$ cat src/shared/mcr_pkg.sv
// package of constants and types for the mode, configuration and memory map block
package mcr_pkg;

	// register indices; the byte address on the bus is four times the index
	localparam logic [7:0] IDX_MODE = 8'h3C;
	localparam logic [7:0] IDX_MAP = 8'h3D;
	localparam logic [7:0] IDX_CFG = 8'h3F;
	localparam logic [9:0] ADDR_MODE = {IDX_MODE, 2'b00};
	localparam logic [9:0] ADDR_MAP = {IDX_MAP, 2'b00};
	localparam logic [9:0] ADDR_CFG = {IDX_CFG, 2'b00};

	// mode register fields
	localparam int unsigned MODE_BOOT_BIT = 7;
	localparam int unsigned MODE_SPECIAL_BIT = 6;
	localparam int unsigned MODE_EXPANDED_BIT = 5;

	// configuration register fields
	localparam int unsigned CFG_CLKOUT_BIT = 5;
	localparam int unsigned CFG_PULLUP_BIT = 4;
	localparam int unsigned CFG_SECURITY_BIT = 3;
	localparam int unsigned CFG_WATCHDOG_BIT = 2;
	localparam int unsigned CFG_NVM_BIT = 0;
	localparam logic [7:0] CFG_ONES_MASK = 8'hC2;
	localparam logic [7:0] CFG_WRITE_MASK = 8'h3D;
	localparam logic [7:0] CFG_RESET = 8'hC2;

	// map register fields and reset
	localparam logic [7:0] MAP_RESET = 8'h00;
	localparam int unsigned MAP_RAM_MSB = 7;
	localparam int unsigned MAP_RAM_LSB = 4;
	localparam int unsigned MAP_REG_MSB = 3;
	localparam int unsigned MAP_REG_LSB = 0;

	// timing, counted in bus clocks from reset release
	localparam int unsigned PROT_WINDOW_CYCLES = 64;
	localparam logic [6:0] PROT_WINDOW_COUNT = 7'(PROT_WINDOW_CYCLES);
	localparam logic [1:0] SETTLE_CYCLES = 2'h3;

	// memory map geometry
	localparam logic [11:0] REG_BLOCK_BYTES = 12'h0A0;
	localparam logic [11:0] RAM_BYTES = 12'h300;

	typedef struct packed {
		logic boot;
		logic special;
		logic expanded;
	} mcr_mode_t;

	typedef enum logic [1:0] {
		MCR_SETTLE = 2'b00,
		MCR_LOAD = 2'b01,
		MCR_RUN = 2'b10
	} mcr_phase_t;

	typedef struct packed {
		logic reg_hit;
		logic ram_hit;
		logic [9:0] ram_offset;
	} mcr_map_hit_t;

	function automatic mcr_mode_t mcr_mode_from_pins(input logic pin_b, input logic pin_a);
		mcr_mode_t m;
		case ({pin_b, pin_a})
			2'b10: m = '{boot: 1'b0, special: 1'b0, expanded: 1'b0};
			2'b11: m = '{boot: 1'b0, special: 1'b0, expanded: 1'b1};
			2'b00: m = '{boot: 1'b1, special: 1'b1, expanded: 1'b0};
			default: m = '{boot: 1'b0, special: 1'b1, expanded: 1'b1};
		endcase
		return m;
	endfunction : mcr_mode_from_pins

endpackage : mcr_pkg

$ cat src/hw/mcr_init_ctrl.sv
// mode latching, configuration latches, write protection and memory map control
`timescale 1ns/1ns
// Notes on behaviour
// - mode pins sampled at reset give boot, special and expanded bits per table.
// - expanded bit clear means single chip or bootstrap, ports active.
// - normal modes: protected bits written only once and only in first 64 cycles; special overrides.
// - config bits 7, 6, 1 read one; others come from nonvolatile cells.
// - behaviour follows latches; reads show latches; normal writes go to nonvolatile byte.
// - config reads show value loaded at last reset; new value needs another reset.
// - special mode writes config latches directly; otherwise only programming, next reset.
// - config bit 5 drives divided clock onto clock output pin, else pin held low.
// - config bit 4 lets pull-up assignments through, else all pull-ups off.
// - config bit 3 set disables memory security, clear enables it.
// - config bit 2 set disables watchdog, clear enables it.
// - config bit 0 set puts nonvolatile data memory into the map.
// - map register resets to zero; normal modes allow one write in 64 cycles.
// - map upper nibble picks the 4K page where the 768-byte RAM starts.
// - map lower nibble picks the 4K page of the 160-byte register block.
// - on a shared page registers win and RAM moves right after them.
// - after the load phase mode pins no longer change the mode.
// - special bit once cleared cannot be set again until reset.
// - mode bits writable by software only while special bit is set.
module mcr_init_ctrl
	import mcr_pkg::*;
(
	input wire logic pclk,
	input wire logic presetn,
	input wire logic psel,
	input wire logic penable,
	input wire logic pwrite,
	input wire logic [9:0] paddr,
	input wire logic [31:0] pwdata,
	input wire logic [3:0] pstrb,
	output logic [31:0] prdata,
	output logic pready,
	output logic pslverr,
	input wire logic mode_pin_a,
	input wire logic mode_pin_b,
	input wire logic [7:0] nvm_config_cells,
	output logic nvm_program_strobe,
	output logic [7:0] nvm_program_data,
	input wire logic divided_clock_signal,
	input wire logic [7:0] pullup_assignment_reg,
	input wire logic [15:0] cpu_addr,
	output logic boot_rom_select,
	output logic special_mode_flag,
	output logic expanded_bus_flag,
	output logic ports_active,
	output logic init_done,
	output logic clock_out_enable,
	output logic clock_output_pin,
	output logic pullup_gate_enable,
	output logic [7:0] pullup_enable,
	output logic security_disable,
	output logic watchdog_disable,
	output logic nvm_map_enable,
	output logic [7:0] map_value,
	output logic reg_block_hit,
	output logic ram_hit,
	output logic [9:0] ram_offset
);

	typedef struct packed {
		mcr_phase_t phase;
		logic [1:0] settle;
		logic [2:0] sync_a;
		logic [2:0] sync_b;
		logic [6:0] win_cnt;
		logic map_written;
		mcr_mode_t mode;
		logic [7:0] map;
		logic [7:0] cfg;
		logic [31:0] prdata;
		logic pready;
		logic pslverr;
		logic prog_strobe;
		logic [7:0] prog_data;
		logic clk_pin;
		logic [7:0] pullups;
		logic ports_active;
		logic init_done;
		mcr_map_hit_t hit;
	} mcr_state_t;

	// the configuration latch starts at its ones pattern; the load phase fills the rest
	localparam mcr_state_t STATE_RESET = '{
		phase: MCR_SETTLE,
		settle: 2'h0,
		sync_a: 3'h0,
		sync_b: 3'h0,
		win_cnt: 7'h00,
		map_written: 1'b0,
		mode: '{boot: 1'b0, special: 1'b0, expanded: 1'b0},
		map: MAP_RESET,
		cfg: CFG_RESET,
		prdata: 32'h0000_0000,
		pready: 1'b0,
		pslverr: 1'b0,
		prog_strobe: 1'b0,
		prog_data: 8'h00,
		clk_pin: 1'b0,
		pullups: 8'h00,
		ports_active: 1'b0,
		init_done: 1'b0,
		hit: '{reg_hit: 1'b0, ram_hit: 1'b0, ram_offset: 10'h000}
	};

	mcr_state_t s;
	mcr_state_t next_s;
	mcr_map_hit_t dec_hit;

	function automatic logic [1:0] mcr_reg_select(input logic [9:0] addr);
		logic [1:0] sel;
		if (addr == ADDR_MODE) begin
			sel = 2'd1;
		end else if (addr == ADDR_MAP) begin
			sel = 2'd2;
		end else if (addr == ADDR_CFG) begin
			sel = 2'd3;
		end else begin
			sel = 2'd0;
		end
		return sel;
	endfunction : mcr_reg_select

	function automatic logic [7:0] mcr_mode_byte(input mcr_mode_t m);
		logic [7:0] b;
		b = 8'h00;
		b[MODE_BOOT_BIT] = m.boot;
		b[MODE_SPECIAL_BIT] = m.special;
		b[MODE_EXPANDED_BIT] = m.expanded;
		return b;
	endfunction : mcr_mode_byte

	// a pin counts as settled once the second and third stages agree
	function automatic logic mcr_sync_agrees(input logic [2:0] sync);
		return sync[2] == sync[1];
	endfunction : mcr_sync_agrees

	function automatic logic [2:0] mcr_sync_shift(input logic [2:0] sync, input logic pin);
		return {sync[1:0], pin};
	endfunction : mcr_sync_shift

	// unimplemented bits are forced so software always reads them as one
	function automatic logic [7:0] mcr_cfg_latch(input logic [7:0] raw, input logic [7:0] keep);
		return (raw & keep) | CFG_ONES_MASK;
	endfunction : mcr_cfg_latch

	function automatic logic [31:0] mcr_word(input logic [7:0] b);
		return {24'h000000, b};
	endfunction : mcr_word

	function automatic logic [31:0] mcr_read_value(input logic [1:0] sel, input mcr_mode_t m,
		input logic [7:0] map, input logic [7:0] cfg);
		logic [31:0] v;
		if (sel == 2'd1) begin
			v = mcr_word(mcr_mode_byte(m));
		end else if (sel == 2'd2) begin
			v = mcr_word(map);
		end else if (sel == 2'd3) begin
			v = mcr_word(cfg);
		end else begin
			v = 32'h0000_0000;
		end
		return v;
	endfunction : mcr_read_value

	// the special bit can only fall; a one in the data never raises it again
	function automatic mcr_mode_t mcr_mode_write(input mcr_mode_t m, input logic [7:0] d);
		mcr_mode_t r;
		r.boot = d[MODE_BOOT_BIT];
		r.special = d[MODE_SPECIAL_BIT] & m.special;
		r.expanded = d[MODE_EXPANDED_BIT];
		return r;
	endfunction : mcr_mode_write

	// a window alone would let a second write through; the written flag closes that gap
	function automatic logic mcr_map_write_ok(input mcr_mode_t m, input logic written,
		input logic open_win);
		return m.special || (!written && open_win);
	endfunction : mcr_map_write_ok

	mcr_map_decode u_map_decode (
		.cpu_addr(cpu_addr),
		.map_value(s.map),
		.hit(dec_hit)
	);

	logic [1:0] sel;
	logic access;
	logic complete;
	logic window_open;
	logic settled;
	logic wr_byte;

	always_comb begin
		next_s = s;
		sel = mcr_reg_select(paddr);
		access = psel && penable && !s.pready;
		complete = psel && penable && s.pready;
		window_open = (s.win_cnt < PROT_WINDOW_COUNT);
		settled = mcr_sync_agrees(s.sync_a) && mcr_sync_agrees(s.sync_b);
		// only the low byte lane carries a register; a write without it changes nothing
		wr_byte = complete && pwrite && pstrb[0];

		next_s.sync_a = mcr_sync_shift(s.sync_a, mode_pin_a);
		next_s.sync_b = mcr_sync_shift(s.sync_b, mode_pin_b);
		// the count stops at the window edge, so it can never wrap and reopen it
		if (window_open) begin
			next_s.win_cnt = 7'(s.win_cnt + 7'h01);
		end
		next_s.pready = 1'b0;
		next_s.pslverr = 1'b0;
		next_s.prog_strobe = 1'b0;

		case (s.phase)
			MCR_SETTLE: begin
				// wait until the synchronised pins stop moving before trusting them
				if (s.settle != SETTLE_CYCLES) begin
					next_s.settle = 2'(s.settle + 2'h1);
				end else if (settled) begin
					next_s.phase = MCR_LOAD;
				end
			end
			MCR_LOAD: begin
				next_s.mode = mcr_mode_from_pins(s.sync_b[2], s.sync_a[2]);
				next_s.cfg = mcr_cfg_latch(nvm_config_cells, 8'hFF);
				next_s.phase = MCR_RUN;
			end
			MCR_RUN: begin
				// register answers wait for the load so reads never see stale latches
				if (access) begin
					next_s.pready = 1'b1;
					next_s.pslverr = (sel == 2'd0);
					next_s.prdata = mcr_read_value(sel, s.mode, s.map, s.cfg);
				end
				if (wr_byte) begin
					if (sel == 2'd1) begin
						if (s.mode.special) begin
							next_s.mode = mcr_mode_write(s.mode, pwdata[7:0]);
						end
					end else if (sel == 2'd2) begin
						if (mcr_map_write_ok(s.mode, s.map_written, window_open)) begin
							next_s.map = pwdata[7:0];
							next_s.map_written = 1'b1;
						end
						// otherwise ignored
					end else if (sel == 2'd3) begin
						if (s.mode.special) begin
							next_s.cfg = mcr_cfg_latch(pwdata[7:0], CFG_WRITE_MASK);
						end else begin
							// latches stay put; the byte goes to the programming path
							next_s.prog_strobe = 1'b1;
							next_s.prog_data = pwdata[7:0];
						end
					end
				end
			end
			default: begin
				next_s.phase = MCR_SETTLE;
			end
		endcase

		// kept as its own flop so the output never shows a phase decode
		next_s.init_done = (next_s.phase == MCR_RUN);
		// derived outputs are registered, so each lags its source by one cycle
		next_s.ports_active = !s.mode.expanded;
		next_s.clk_pin = s.cfg[CFG_CLKOUT_BIT] & divided_clock_signal;
		next_s.pullups = s.cfg[CFG_PULLUP_BIT] ? pullup_assignment_reg : 8'h00;
		next_s.hit = dec_hit;
	end

	always_ff @(posedge pclk or negedge presetn) begin
		if (!presetn) begin
			s <= STATE_RESET;
		end else begin
			s <= next_s;
		end
	end

	assign prdata = s.prdata;
	assign pready = s.pready;
	assign pslverr = s.pslverr;
	assign nvm_program_strobe = s.prog_strobe;
	assign nvm_program_data = s.prog_data;
	assign boot_rom_select = s.mode.boot;
	assign special_mode_flag = s.mode.special;
	assign expanded_bus_flag = s.mode.expanded;
	assign ports_active = s.ports_active;
	assign init_done = s.init_done;
	assign clock_out_enable = s.cfg[CFG_CLKOUT_BIT];
	assign clock_output_pin = s.clk_pin;
	assign pullup_gate_enable = s.cfg[CFG_PULLUP_BIT];
	assign pullup_enable = s.pullups;
	assign security_disable = s.cfg[CFG_SECURITY_BIT];
	assign watchdog_disable = s.cfg[CFG_WATCHDOG_BIT];
	assign nvm_map_enable = s.cfg[CFG_NVM_BIT];
	assign map_value = s.map;
	assign reg_block_hit = s.hit.reg_hit;
	assign ram_hit = s.hit.ram_hit;
	assign ram_offset = s.hit.ram_offset;

endmodule : mcr_init_ctrl

$ cat src/hw/mcr_map_decode.sv
// address decode of the internal register block and the RAM for one core address
`timescale 1ns/1ns
module mcr_map_decode
	import mcr_pkg::*;
(
	input wire logic [15:0] cpu_addr,
	input wire logic [7:0] map_value,
	output mcr_map_hit_t hit
);

	logic [3:0] reg_page;
	logic [3:0] ram_page;
	logic [11:0] page_off;
	logic [11:0] ram_base;
	logic [11:0] ram_end;
	logic in_reg_page;
	logic in_ram_page;

	always_comb begin
		reg_page = map_value[MAP_REG_MSB:MAP_REG_LSB];
		ram_page = map_value[MAP_RAM_MSB:MAP_RAM_LSB];
		page_off = cpu_addr[11:0];
		in_reg_page = (cpu_addr[15:12] == reg_page);
		in_ram_page = (cpu_addr[15:12] == ram_page);
		// sharing a page pushes the RAM past the register block so none of it is hidden
		ram_base = (ram_page == reg_page) ? REG_BLOCK_BYTES : 12'h000;
		ram_end = 12'(ram_base + RAM_BYTES);
		hit.reg_hit = in_reg_page && (page_off < REG_BLOCK_BYTES);
		hit.ram_hit = !hit.reg_hit && in_ram_page && (page_off >= ram_base)
			&& (page_off < ram_end);
		hit.ram_offset = 10'(page_off - ram_base);
	end

endmodule : mcr_map_decode

$ cat config.mk
export PLATFORM = sky130hd
export DESIGN_NAME = mcr_init_ctrl
export DESIGN_NICKNAME = d
export VERILOG_FILES = /design/src/shared/mcr_pkg.sv /design/src/hw/mcr_init_ctrl.sv /design/src/hw/mcr_map_decode.sv
export SDC_FILE = /design/constraint.sdc
export NUM_CORES = 1
export LEC_CHECK = 0
export BUFFER_PORTS_ARGS = -buffer_cell sky130_fd_sc_hd__buf_4
export CAP_MARGIN = 25
export CORE_UTILIZATION = 30
export CTS_BUF_LIST = sky130_fd_sc_hd__clkbuf_16
export DETAILED_ROUTE_END_ITERATION = 7
export HOLD_SLACK_MARGIN = 0.1
export PLACE_DENSITY_LB_ADDON = 0.08
export RECOVER_POWER = 50
export SLEW_MARGIN = 30
export SYNTH_ARGS = -nofsm -noshare
export SYNTH_HDL_FRONTEND = slang
export SYNTH_SLANG_ARGS = --single-unit
$ cat constraint.sdc
create_clock -name pclk -period 3.85 [get_ports pclk]
set_input_delay 0.77 -clock pclk [delete_from_list [all_inputs] [get_ports pclk]]
set_output_delay 0.77 -clock pclk [all_outputs]
set_load 0.05 [all_outputs]
* Word level (Yosys, flattened, before mapping)
Cells that the tools add are included.
** Cells by class
- Bitwise logic cells :: 5
- $mul :: 0
- Equal/unequal tests :: 23
- $lt $le $gt $ge :: 4
- Mux-type cells :: 30
- Shifts and indexed selects :: 0
- Divide/modulo/power cells :: 0
- Reductions and logical operators :: 27
- Add/sub/neg operators :: 4
** Operators by type and width (number)
- $mux 8 :: 10
- $mux 9 :: 5
- $eq 10x8->1 const B :: 3
- $mux 19 :: 1
- $mux 16 :: 1
- $pmux 8 s2 :: 1
- $ne 2x2->1 const B :: 7
- $add 12x10->12 const B :: 1
- $eq 2x2->1 const B :: 6
- $eq 4x4->1 :: 3
- $ge 12x8->1 :: 1
- $lt 12x12->1 :: 1
- $lt 12x8->1 const B :: 1
- $mux 2 :: 6
- $reduce_and 6->1 :: 2
- $logic_and 1x1->1 :: 11
- $mux 11 :: 1
- $sub 10x10->10 :: 1
- $pmux 3 s3 :: 1
- $add 7x1->7 const B :: 1
- $lt 7x7->1 const B :: 1
- $logic_not 2->1 :: 3
- $mux 3 :: 2
- $pmux 2 s3 :: 1
- 13 further kinds :: 22
** Word-level totals
- Input bits :: 86
- Output and inout port bits :: 82
- ROM bits :: 0
- Bits in registers :: 79
- Latch bits :: 0
- Memories kept :: 0
- Memory bits (writable) :: 0
- Word-level logic and storage cells :: 116

* Depth between registers and ports, before layout
Gate-level depths: netlist of run 1.
- Depth in word-level cells :: 10
- Depth in mapped cells :: 8
- Gate-level depth less buffers :: 8

* Hierarchy
A second synthesis of run 1 with hierarchy kept.
** Second synthesis, totals
- Cells, all modules :: 342
- Area total of the unflattened synthesis :: 3895.0 µm²
** By module, submodules not included
- mcr_init_ctrl :: area an instance 3549.7 µm², sequential area each 1928.1 µm², times used 1, cells an instance 296
- mcr_map_decode :: area an instance 345.3 µm², sequential area each 0.0 µm², times used 1, cells an instance 46

* Worst setup path after synthesis of run 1
Ideal clock, no wire load.
- Path type :: input-to-reg
- Start :: input paddr[1]
- End :: register s, in the netlist map_value[0]
- Slack :: 1408 ps
- Arrival time :: 2317 ps
- Stages on the path :: 5
- Setup time :: 125 ps
- Data required time :: 3725 ps
- Buffers on the path :: 0
- Path through :: or2_1 > nor3_1 > nand2_1 > nor4b_4 > mux2_2
** On the way
- Longest elaborated chain between the ends :: 7
- Elaborated cells on any way between the ends :: 10
- Classes of those cells :: eq/ne: 5; mux: 3; bitwise: 1; reduce/logical: 1
** RTL lines
- start, declared :: RTL line mcr_init_ctrl.sv:31 : input wire logic [9:0] paddr,
- $eq 10x8->1 :: RTL line mcr_init_ctrl.sv:118 : end else if (addr == ADDR_CFG) begin
- $mux 2 :: RTL line mcr_init_ctrl.sv:118
- $mux 2 :: RTL line mcr_init_ctrl.sv:116 : end else if (addr == ADDR_MAP) begin
- $mux 2 * :: RTL line mcr_init_ctrl.sv:114 : if (addr == ADDR_MODE) begin
- $eq 2x1->1 :: RTL line mcr_init_ctrl.sv:238 : if (sel == 2'd1) begin
- $not 1->1 (no source line)
- $reduce_and 5->1 (no source line) *
- end signal, assigned :: RTL line mcr_init_ctrl.sv:277 : s <= next_s;
- end, declared :: RTL line mcr_init_ctrl.sv:108 : mcr_state_t s;
Mark *: on every way between the ends. The rest lies on a longest branch, timed or not.
A chain may end at the register's enable or synchronous reset.

* Worst setup path in the final report of run 1
- Start :: input paddr[1]
- End :: register s, in the netlist map_value[5]
Same word-level chain as after synthesis.

==> run summary, run 1 <==
The share of synthesized cell area in and, or, nand and nor gates works out to 13.5%. The number of flip-flops and latches in the synthesized netlist was 77. Entering global routing, the biggest net connects 78 pins. The leakage power was 2.32 nW; the sequential fraction of the synthesis area was 49.5%. The share of synthesized area spent on multiplexers is 8.10%, and the headroom to the max-slew limit is -29.3%. Synthesis handed over a netlist of 344 instances. Depth of the worst register-to-register path: 7. After synthesis, the cell types taking the most area are sky130_fd_sc_hd__dfrtp_1, sky130_fd_sc_hd__buf_4, sky130_fd_sc_hd__mux2_2.

The critical path goes through buf_4, or2_1, nor3_1, nand2_1, nor4b_4, mux2_2. The average wire per cell in the routed design was 14.8 µm. Post-CTS timing repair inserted 0 buffers for setup.

In the final design database the tool counted 516 nets. For this design the ratio of total power to cell area is 527 nW/µm². The floorplan step set the die width to 116 µm. The logs give 78 for the number of pins with negative max-slew slack in the final report and 1 for the max-capacitance violation count.

The flow ran to the end, but the final reports show violations. The number of global-route vias before repair was 2472. The endpoint identified for the worst register-to-register timing path is map_value[5]. A synthesized cell averages 11.3 µm².

The cell at the slowest stage of the critical path is sky130_fd_sc_hd__nor4b_4. The pre-antenna-repair detailed-routing pass consisted of 4 iterations. The worst path in the final design needs a cycle of 2670 ps, including I/O delays and setup.

Setup repair after global routing left no endpoint under its margin. In the layout the commonest cells are sky130_fd_sc_hd__buf_4, sky130_fd_sc_hd__dfrtp_1, sky130_fd_sc_hd__conb_1, sky130_fd_sc_hd__nand2_1, sky130_fd_sc_hd__mux2_2. The total length of routed wires is 8830 µm. The design internal power is 1.62 mW, and the area of the mapped netlist is 3890 µm². The proportion of layout cells with a drive suffix above 1 is 37.6%. The quantity of gates resized following cts was 0; the logic depth of the worst path, buffers included was 6. For this run, design rule violations remaining after detail routing come to 0. Once the floorplan was initialized, standard cells occupied 30.8% of the core.

The remaining global-route overflow was 0; the clock transition at the registers of the reported paths was 60 ps. Largest clock skew in the final design: 4.78 ps. In the global route stage, overall resource usage came out at 14.1%. H-tree depth reported by CTS: 3. Once detailed placement completed, the half-perimeter wirelength came to 6570 µm. The run gives 0 as the count of antenna diodes in the layout. The worst register-to-register path begins at s[101]. CTS placed an instance of sky130_fd_sc_hd__clkbuf_16 at the clock tree root. For the pin with the worst max-slew slack, the measured transition is 1940 ps. After synthesis, the netlist uses 45 different library cells. For this design, the CTS-stage hold fixing added 0 buffers. The parity-gate share of the synthesized area counting xor and xnor cells works out to 5.18%. The run gives 32.1% as the power share of the clock group.

The area growth from synthesis to layout is 23.8%. The die covers 13400 µm². The analysis attributes to net switching a power of 912 µW. The relative contribution of combinational cells to total power was 29.5%; the adder-cell share of the synthesized area was 2.89%. The net switching share of the total power came out at 36.0%. The family with the most delay on the worst path is simple AND/OR/NAND/NOR gates. The first global-routing pass estimated 13700 µm of wire. The type of the worst setup path was input port to flip-flop.

In this run the deepest clock path goes through 2 buffers. The worst-case IR drop observed on VDD is 0.228 mV. Hold violation total from the final report: 0. On the final layout, the worst hold slack is 357 ps. The share of total power dissipated in sequential elements is 38.3%. After synthesis, the largest family of logic cells by area is buffers and inverters. The congestion estimate from routability-driven global placement came to 0.748. The post-synthesis compound-gate area fraction works out to 6.17%. The floorplan step defined a core boundary enclosing 12600 µm². Summed over all failing endpoints, the final setup total negative slack is 0 ps. The run gives 64 as the violation count after the first detailed-routing iteration. At the worst endpoint, the required time is 4070 ps. The tools report the number of sinks driven by the clock tree as 77.

The largest incremental delay on the critical path is 630 ps. The worst setup path is captured at a flip-flop. After filler insertion, the fill cell instance count of the layout stands at 1301. TritonCTS built the clock tree. Leaving out fill and tap cells, the most frequent cell in the layout is sky130_fd_sc_hd__buf_4.

The cell type contributing the most total cell area after synthesis is sky130_fd_sc_hd__dfrtp_1. Worst reg-to-reg setup slack: 1290 ps. The final reports fail on max-capacitance violations, max-slew violations. The critical-path maximum fanout is 9. In this run the tool buffered the top-level ports with 113 buffer cells. The data arrival time of the worst path was 2890 ps.

Static timing analysis puts the maximum clock frequency at 375 MHz. After floorplanning, the core was divided into 41 placement rows. The run gives 2542 as the overall via count from detail_route. The number of buffers and inverters on the critical path is 1, and the number of antenna violations at the first check in global routing is 0. The classification of the worst-slack hold path is flip-flop to flip-flop.

The average vias per placed instance came out at 4.25. Final number of setup-violating endpoints: 0. At the later pin of the worst-skew pair, clock insertion delay measures 340 ps.

The worst setup path is launched from an input port. The synthesized design devotes to its leading area cell type 48.9% of total area. Buffers inserted during clock tree synthesis total 9. For this design the top-level I/O count stands at 168. The total number of yosys warnings was 0; the share of the cycle needed by the critical path after routing was 69.3%. The die is 116 µm tall.

The critical path ends at map_value[5]. In this run the worst setup path begins at paddr[1]. Count of antenna-violating nets left after detailed routing: 0.
==> Yosys cell counts (all sizes together) <==
cell and instances:
xor2 6, dfrtp 76, dfstp 1, ha 9
nand4 4, mux2i 9, or4 2, mux2 20
a221oi 3, a211oi 2, xnor2 17, or2 3
and2 10, o22ai 1, nor2b 3, a22oi 3
o21a 1, nor3b 3, inv 12, or3 1
a21boi 1, and3 3, a31oi 1, conb 1
nand4bb 1, nor4 3, o311a 1, clkbuf 6
nor3 9, o32ai 2, buf 66, a31o 1
o21ai 12, a21oi 5, nand3 4, nor4b 3
nand2b 5, o22a 1, nand2 22, nor2 11
==> cell families after synthesis <==
kind of cell / Yosys count
DFF: 77
muxes: 29
AOI/OAI and AO/OA: 34
and+or+nand+nor: 87
xor gates and xnor gates: 23
buffers and inverters: 84
adders and majority gates: 9
other: 1
==> routing by layer <==
metal	vias to the layer above	share of wire, %	track usage, %
li1	1239	-	-
met1	1205	47	19.1
met2	88	45	20.8
met3	10	5.4	4.18
met4	0	1.7	6.41
met5	-	0	0
==> final cells by class <==
type / instances / area [µm²] / share of cell area, %
inverters: 12 / 45.0 / 0.935
clock buffers: 9 / 225 / 4.68
repair buffers: 115 / 857 / 17.8
flip-flops and latches: 77 / 1930 / 40.0
multi-input cells: 206 / 1490 / 30.9
clock inverters: 7 / 58.8 / 1.22
well taps: 172 / 215 / 4.47
==> power groups by stage <==
stage	combinational [mW]	sequential [mW]	clock, mW
finish	0.749	0.973	0.816
global route	0.800	0.989	0.888
CTS	0.761	0.978	0.845
detailed placement	0.758	0.993	0
global placement	0.753	0.993	0
floorplan	0.420	1.12	0
==> state kept, by name (all words and copies together) (netlist names), 4 cells and up <==
register	count
prdata	8
nvm_program_data	8
next_s	4
map_value	8
s	15
ram_offset	10
pullup_enable	8
==> per-stage QoR <==
stage	total power, mW	worst slack (ps)	cell area [µm²]	utilization, %	cells
finish	2.54	1180	4820	38.2	598
global route	2.68	1020	4820	38.2	598
CTS	2.58	1170	4830	38.2	598
detailed placement	1.75	821	4540	36.0	582
global placement	1.75	832	4540	36.0	582
floorplan	1.54	1410	3980	-	367
==> worst min-delay path by stage <==
stage / end / cells after the start / startpoint
2_1_floorplan: next_s[95] / 0 / next_s[94]
3_3_place_gp: next_s[95] / 0 / next_s[94]
3_5_place_dp: next_s[98] / 0 / next_s[97]
4_1_cts: next_s[98] / 0 / next_s[97]
5_1_grt: next_s[98] / 0 / next_s[97]
6_report: next_s[98] / 0 / next_s[97]
No activity file was read; power rests on OpenSTA's default activity.
==> run 2, diff against run 1 <==
clock period = 2.5 ns   (was 3.85 ns; I/O delays follow)
==> run 2 against run 1 <==
Compared with the run above: the flow now finishes without violations; non-clock buffer count rose by 9; sequential power rose by 54%; clock skew grew 3.3 ps; register-to-register slack got worse by 1100 ps; die area unchanged; global-route usage hardly changed; critical path depth grew 1; combinational power grew 55%; sequential share of layout area shrank 0.53 points; first-iteration DRC count increased by 11%; critical path type is now flip-flop to flip-flop; largest cell class unchanged.
==> run summary, run 2 (synthesized netlist as in run 1, its figures left out) <==
The startpoint of the worst register-to-register path is s[101] (unchanged). The slew at the pin closest to its max-slew limit was 1090 ps (was 1940 ps). The violation count after the first detailed-routing iteration was 71 (was 64); the hold violation total from the final report was 0 (unchanged). The first-pass GRT wire length was 13600 µm (was 13700 µm).

The tools report the H-tree depth reported by CTS as 3 (unchanged). Fraction of the core area covered by cells at the end of the flow: 38.7% (was 38.2%). The logs give 340 ps (about the same) for the clock latency reported for the late side of the worst-skew pair and 288 ps (was 357 ps) for the worst hold margin. The power density over the cells works out to 799 nW/µm² (was 527 nW/µm²). Most used cells in the layout excluding fill and tap cells: sky130_fd_sc_hd__buf_4, sky130_fd_sc_hd__dfrtp_1, sky130_fd_sc_hd__conb_1, sky130_fd_sc_hd__nand2_1, sky130_fd_sc_hd__mux2_2 (unchanged).

The total length of routed wires was 8940 µm (was 8830 µm). The most common cell after layout, fill and taps aside is sky130_fd_sc_hd__buf_4 (unchanged). The kind of end point of the critical path was a flip-flop (unchanged). The proportion of layout cells with a drive suffix above 1 was 38.6% (was 37.6%); the leakage power was 2.37 nW (was 2.32 nW). The worst reg-to-reg setup slack came out at 220 ps (was 1290 ps). The total of buffers placed on input and output ports was 113 (unchanged).

For the count of nets after finishing, the log shows 525 (was 516). The total CTS buffers came out at 9 (unchanged). Classification of the worst-slack hold path: input port to asynchronous set/reset pin (was flip-flop to flip-flop). The run gives 0 (unchanged) as the quantity of gates resized following cts. The final cell area excluding filler cells came out at 4880 µm² (was 4820 µm²).

First element of the critical path: s[101] (was paddr[1]). The met2 layer wire length in the routed design came out at 4040 µm (was 4010 µm). For the number of pins with negative max-slew slack in the final report, the log shows 0 (was 78). Setup repair after global routing left no endpoint under its margin.

For the buffer count from post-CTS setup fixing, the log shows 0 (unchanged). The tools report the number of primary I/O pins as 168 (unchanged). The type of the worst setup path is flip-flop to flip-flop (was input port to flip-flop). For the remaining global-route overflow, the log shows 0 (unchanged). The horizontal die dimension was 116 µm (unchanged); the critical-path maximum fanout was 5 (was 9).

The all-layer global routing usage was 14.1% (about the same); the quantity of hold-fixing buffers added after cts was 0 (unchanged). The overall via count from detail_route was 2591 (was 2542). The number of antenna violations at the first check in global routing was 0 (unchanged); the depth of the worst register-to-register path was 7 (unchanged).

The power after layout came out at 3.90 mW (was 2.54 mW). Cell chain of the critical path: inv_1, ha_1, and3_1, nand2_1, or4_1, nand2_1, a221oi_2 (was buf_4, or2_1, nor3_1, nand2_1, nor4b_4, mux2_2). The tools report the number of sinks driven by the clock tree as 77 (unchanged).

For the estimated wirelength of the detail-placed design, the log shows 6860 µm (was 6570 µm). The number of buffers and inverters on the critical path came out at 1 (unchanged). The vertical die dimension is 116 µm (unchanged).

The summed negative setup slack over all endpoints is 0 ps (unchanged). For the least setup slack across all paths after layout, the log shows 223 ps (was 1180 ps). The tools report the overall die area as 13400 µm² (unchanged). The logs give 0 (unchanged) for the number of remaining DRC errors and 0 (unchanged) for the count of antenna diodes in the layout. The tools report the fmax as 439 MHz. The worst path uses 91.1% of the clock period. The largest incremental delay on the critical path was 590 ps (was 630 ps); the buffer depth of the longest clock path was 2 (unchanged).

The flip-flop count of the largest register, all copies and words added was 15 (unchanged). The area added between synthesis and finish is 25.4% (was 23.8%). The logs give 0.503 mV (was 0.228 mV) for the worst vdd rail ir drop and 4630 µm² (was 4540 µm²) for the post-detailed-placement cell area. The final weighted congestion in routability-driven placement is 0.765 (was 0.748), and the average wire per cell in the routed design is 14.8 µm (about the same). For the number of global-route vias before repair, the log shows 2457 (was 2472). Worst endpoint required time: 2710 ps (was 4070 ps). The tools report the largest clock skew in the final design as 8.04 ps (was 4.78 ps). The clock period could shrink to 2280 ps.

For the final number of setup-violating endpoints, the log shows 0 (unchanged). The maximum number of pins on one net before global-route repair is 41 (was 78). For the standard cell core area, the log shows 12600 µm² (unchanged).

The count of antenna-violating nets left after detailed routing came out at 0 (unchanged). The run gives 525 µm (was 481 µm) as the amount of wire on met3 after detailed routing. The family with the most delay on the worst path is simple AND/OR/NAND/NOR gates (unchanged). The iteration count of the initial detailed-routing pass was 4 (unchanged). Data arrival time of the worst path: 2490 ps (was 2890 ps). Startpoint type of the worst setup path: a flip-flop (was an input port). The top layer reached by signal wires is met4 (unchanged). The max-capacitance violation count was 0 (was 1). The run finished with clean final reports.

The cell at the slowest stage of the critical path is sky130_fd_sc_hd__or4_1 (was sky130_fd_sc_hd__nor4b_4). Count of placed standard cells including taps: 591 (was 582). For the headroom to the max-slew limit, the log shows 27.6% (was -29.3%). The starting density of the core is 30.8% (unchanged).

TritonCTS built the clock tree. The top register by number of flip-flops is s (unchanged). The tools report the setup slack after placement as 142 ps (was 821 ps). The cell chosen for the clock root was sky130_fd_sc_hd__clkbuf_16 (unchanged).

Average vias per placed instance: 4.28 (was 4.25). Number of standard cells in the layout, taps in and fillers out: 605 (was 598). Logic depth of the worst path, buffers included: 7 (was 6).

The clock transition at the registers of the reported paths came out at 60 ps (about the same). Among the stages of the critical path, the cell type that occurs most often is sky130_fd_sc_hd__nand2_1. Detailed-route wire length on metal 1: 4190 µm (about the same).

The critical path capture point was watchdog_disable (was map_value[5]). Row count: 41 (unchanged). The endpoint of the worst register-to-register path was watchdog_disable (was map_value[5]).
==> run 2: cell count changes in the layout (fill, tap and decap cells not counted), sizes merged <==
cell,previous run,this run
clkinvlp,1,0
buf,106,115
clkinv,3,2
==> run 2: worst min-delay path by stage <==
stage,start,endpoint,slack [ps],cells past startpoint
5_1_grt,mode_pin_a,next_s[97],280,1
4_1_cts,presetn,ram_offset[9],130,1
3_5_place_dp,next_s[94],next_s[95],340,0
3_3_place_gp,next_s[94],next_s[95],330,0
6_report,presetn,ram_offset[9],290,1
2_1_floorplan,presetn,boot_rom_select,200,0
==> run 2: layout make-up <==
class | instances | area (µm²)
Fill cell | 1281 | 7740
Multi-Input combinational cell | 206 | 1490
Clock inverter | 5 | 46.3
Tap cell | 172 | 215
Timing Repair Buffer | 124 | 935
Clock buffer | 9 | 225
Inverter | 12 | 45.0
Sequential cell | 77 | 1930
==> run 2: power by group <==
| group | internal (mW) | switching, mW |
|---|---|---|
| sequential | 1.38 | 0.123 |
| clock | 0.749 | 0.482 |
| combinational | 0.366 | 0.798 |
| total | 2.49 | 1.40 |
==> run 2: routing by layer <==
layer	global-route usage [%]	vias up
met3	3.50	12
met1	19.0	1244
met2	20.8	90
met5	0	-
met4	7.44	0
li1	-	1245
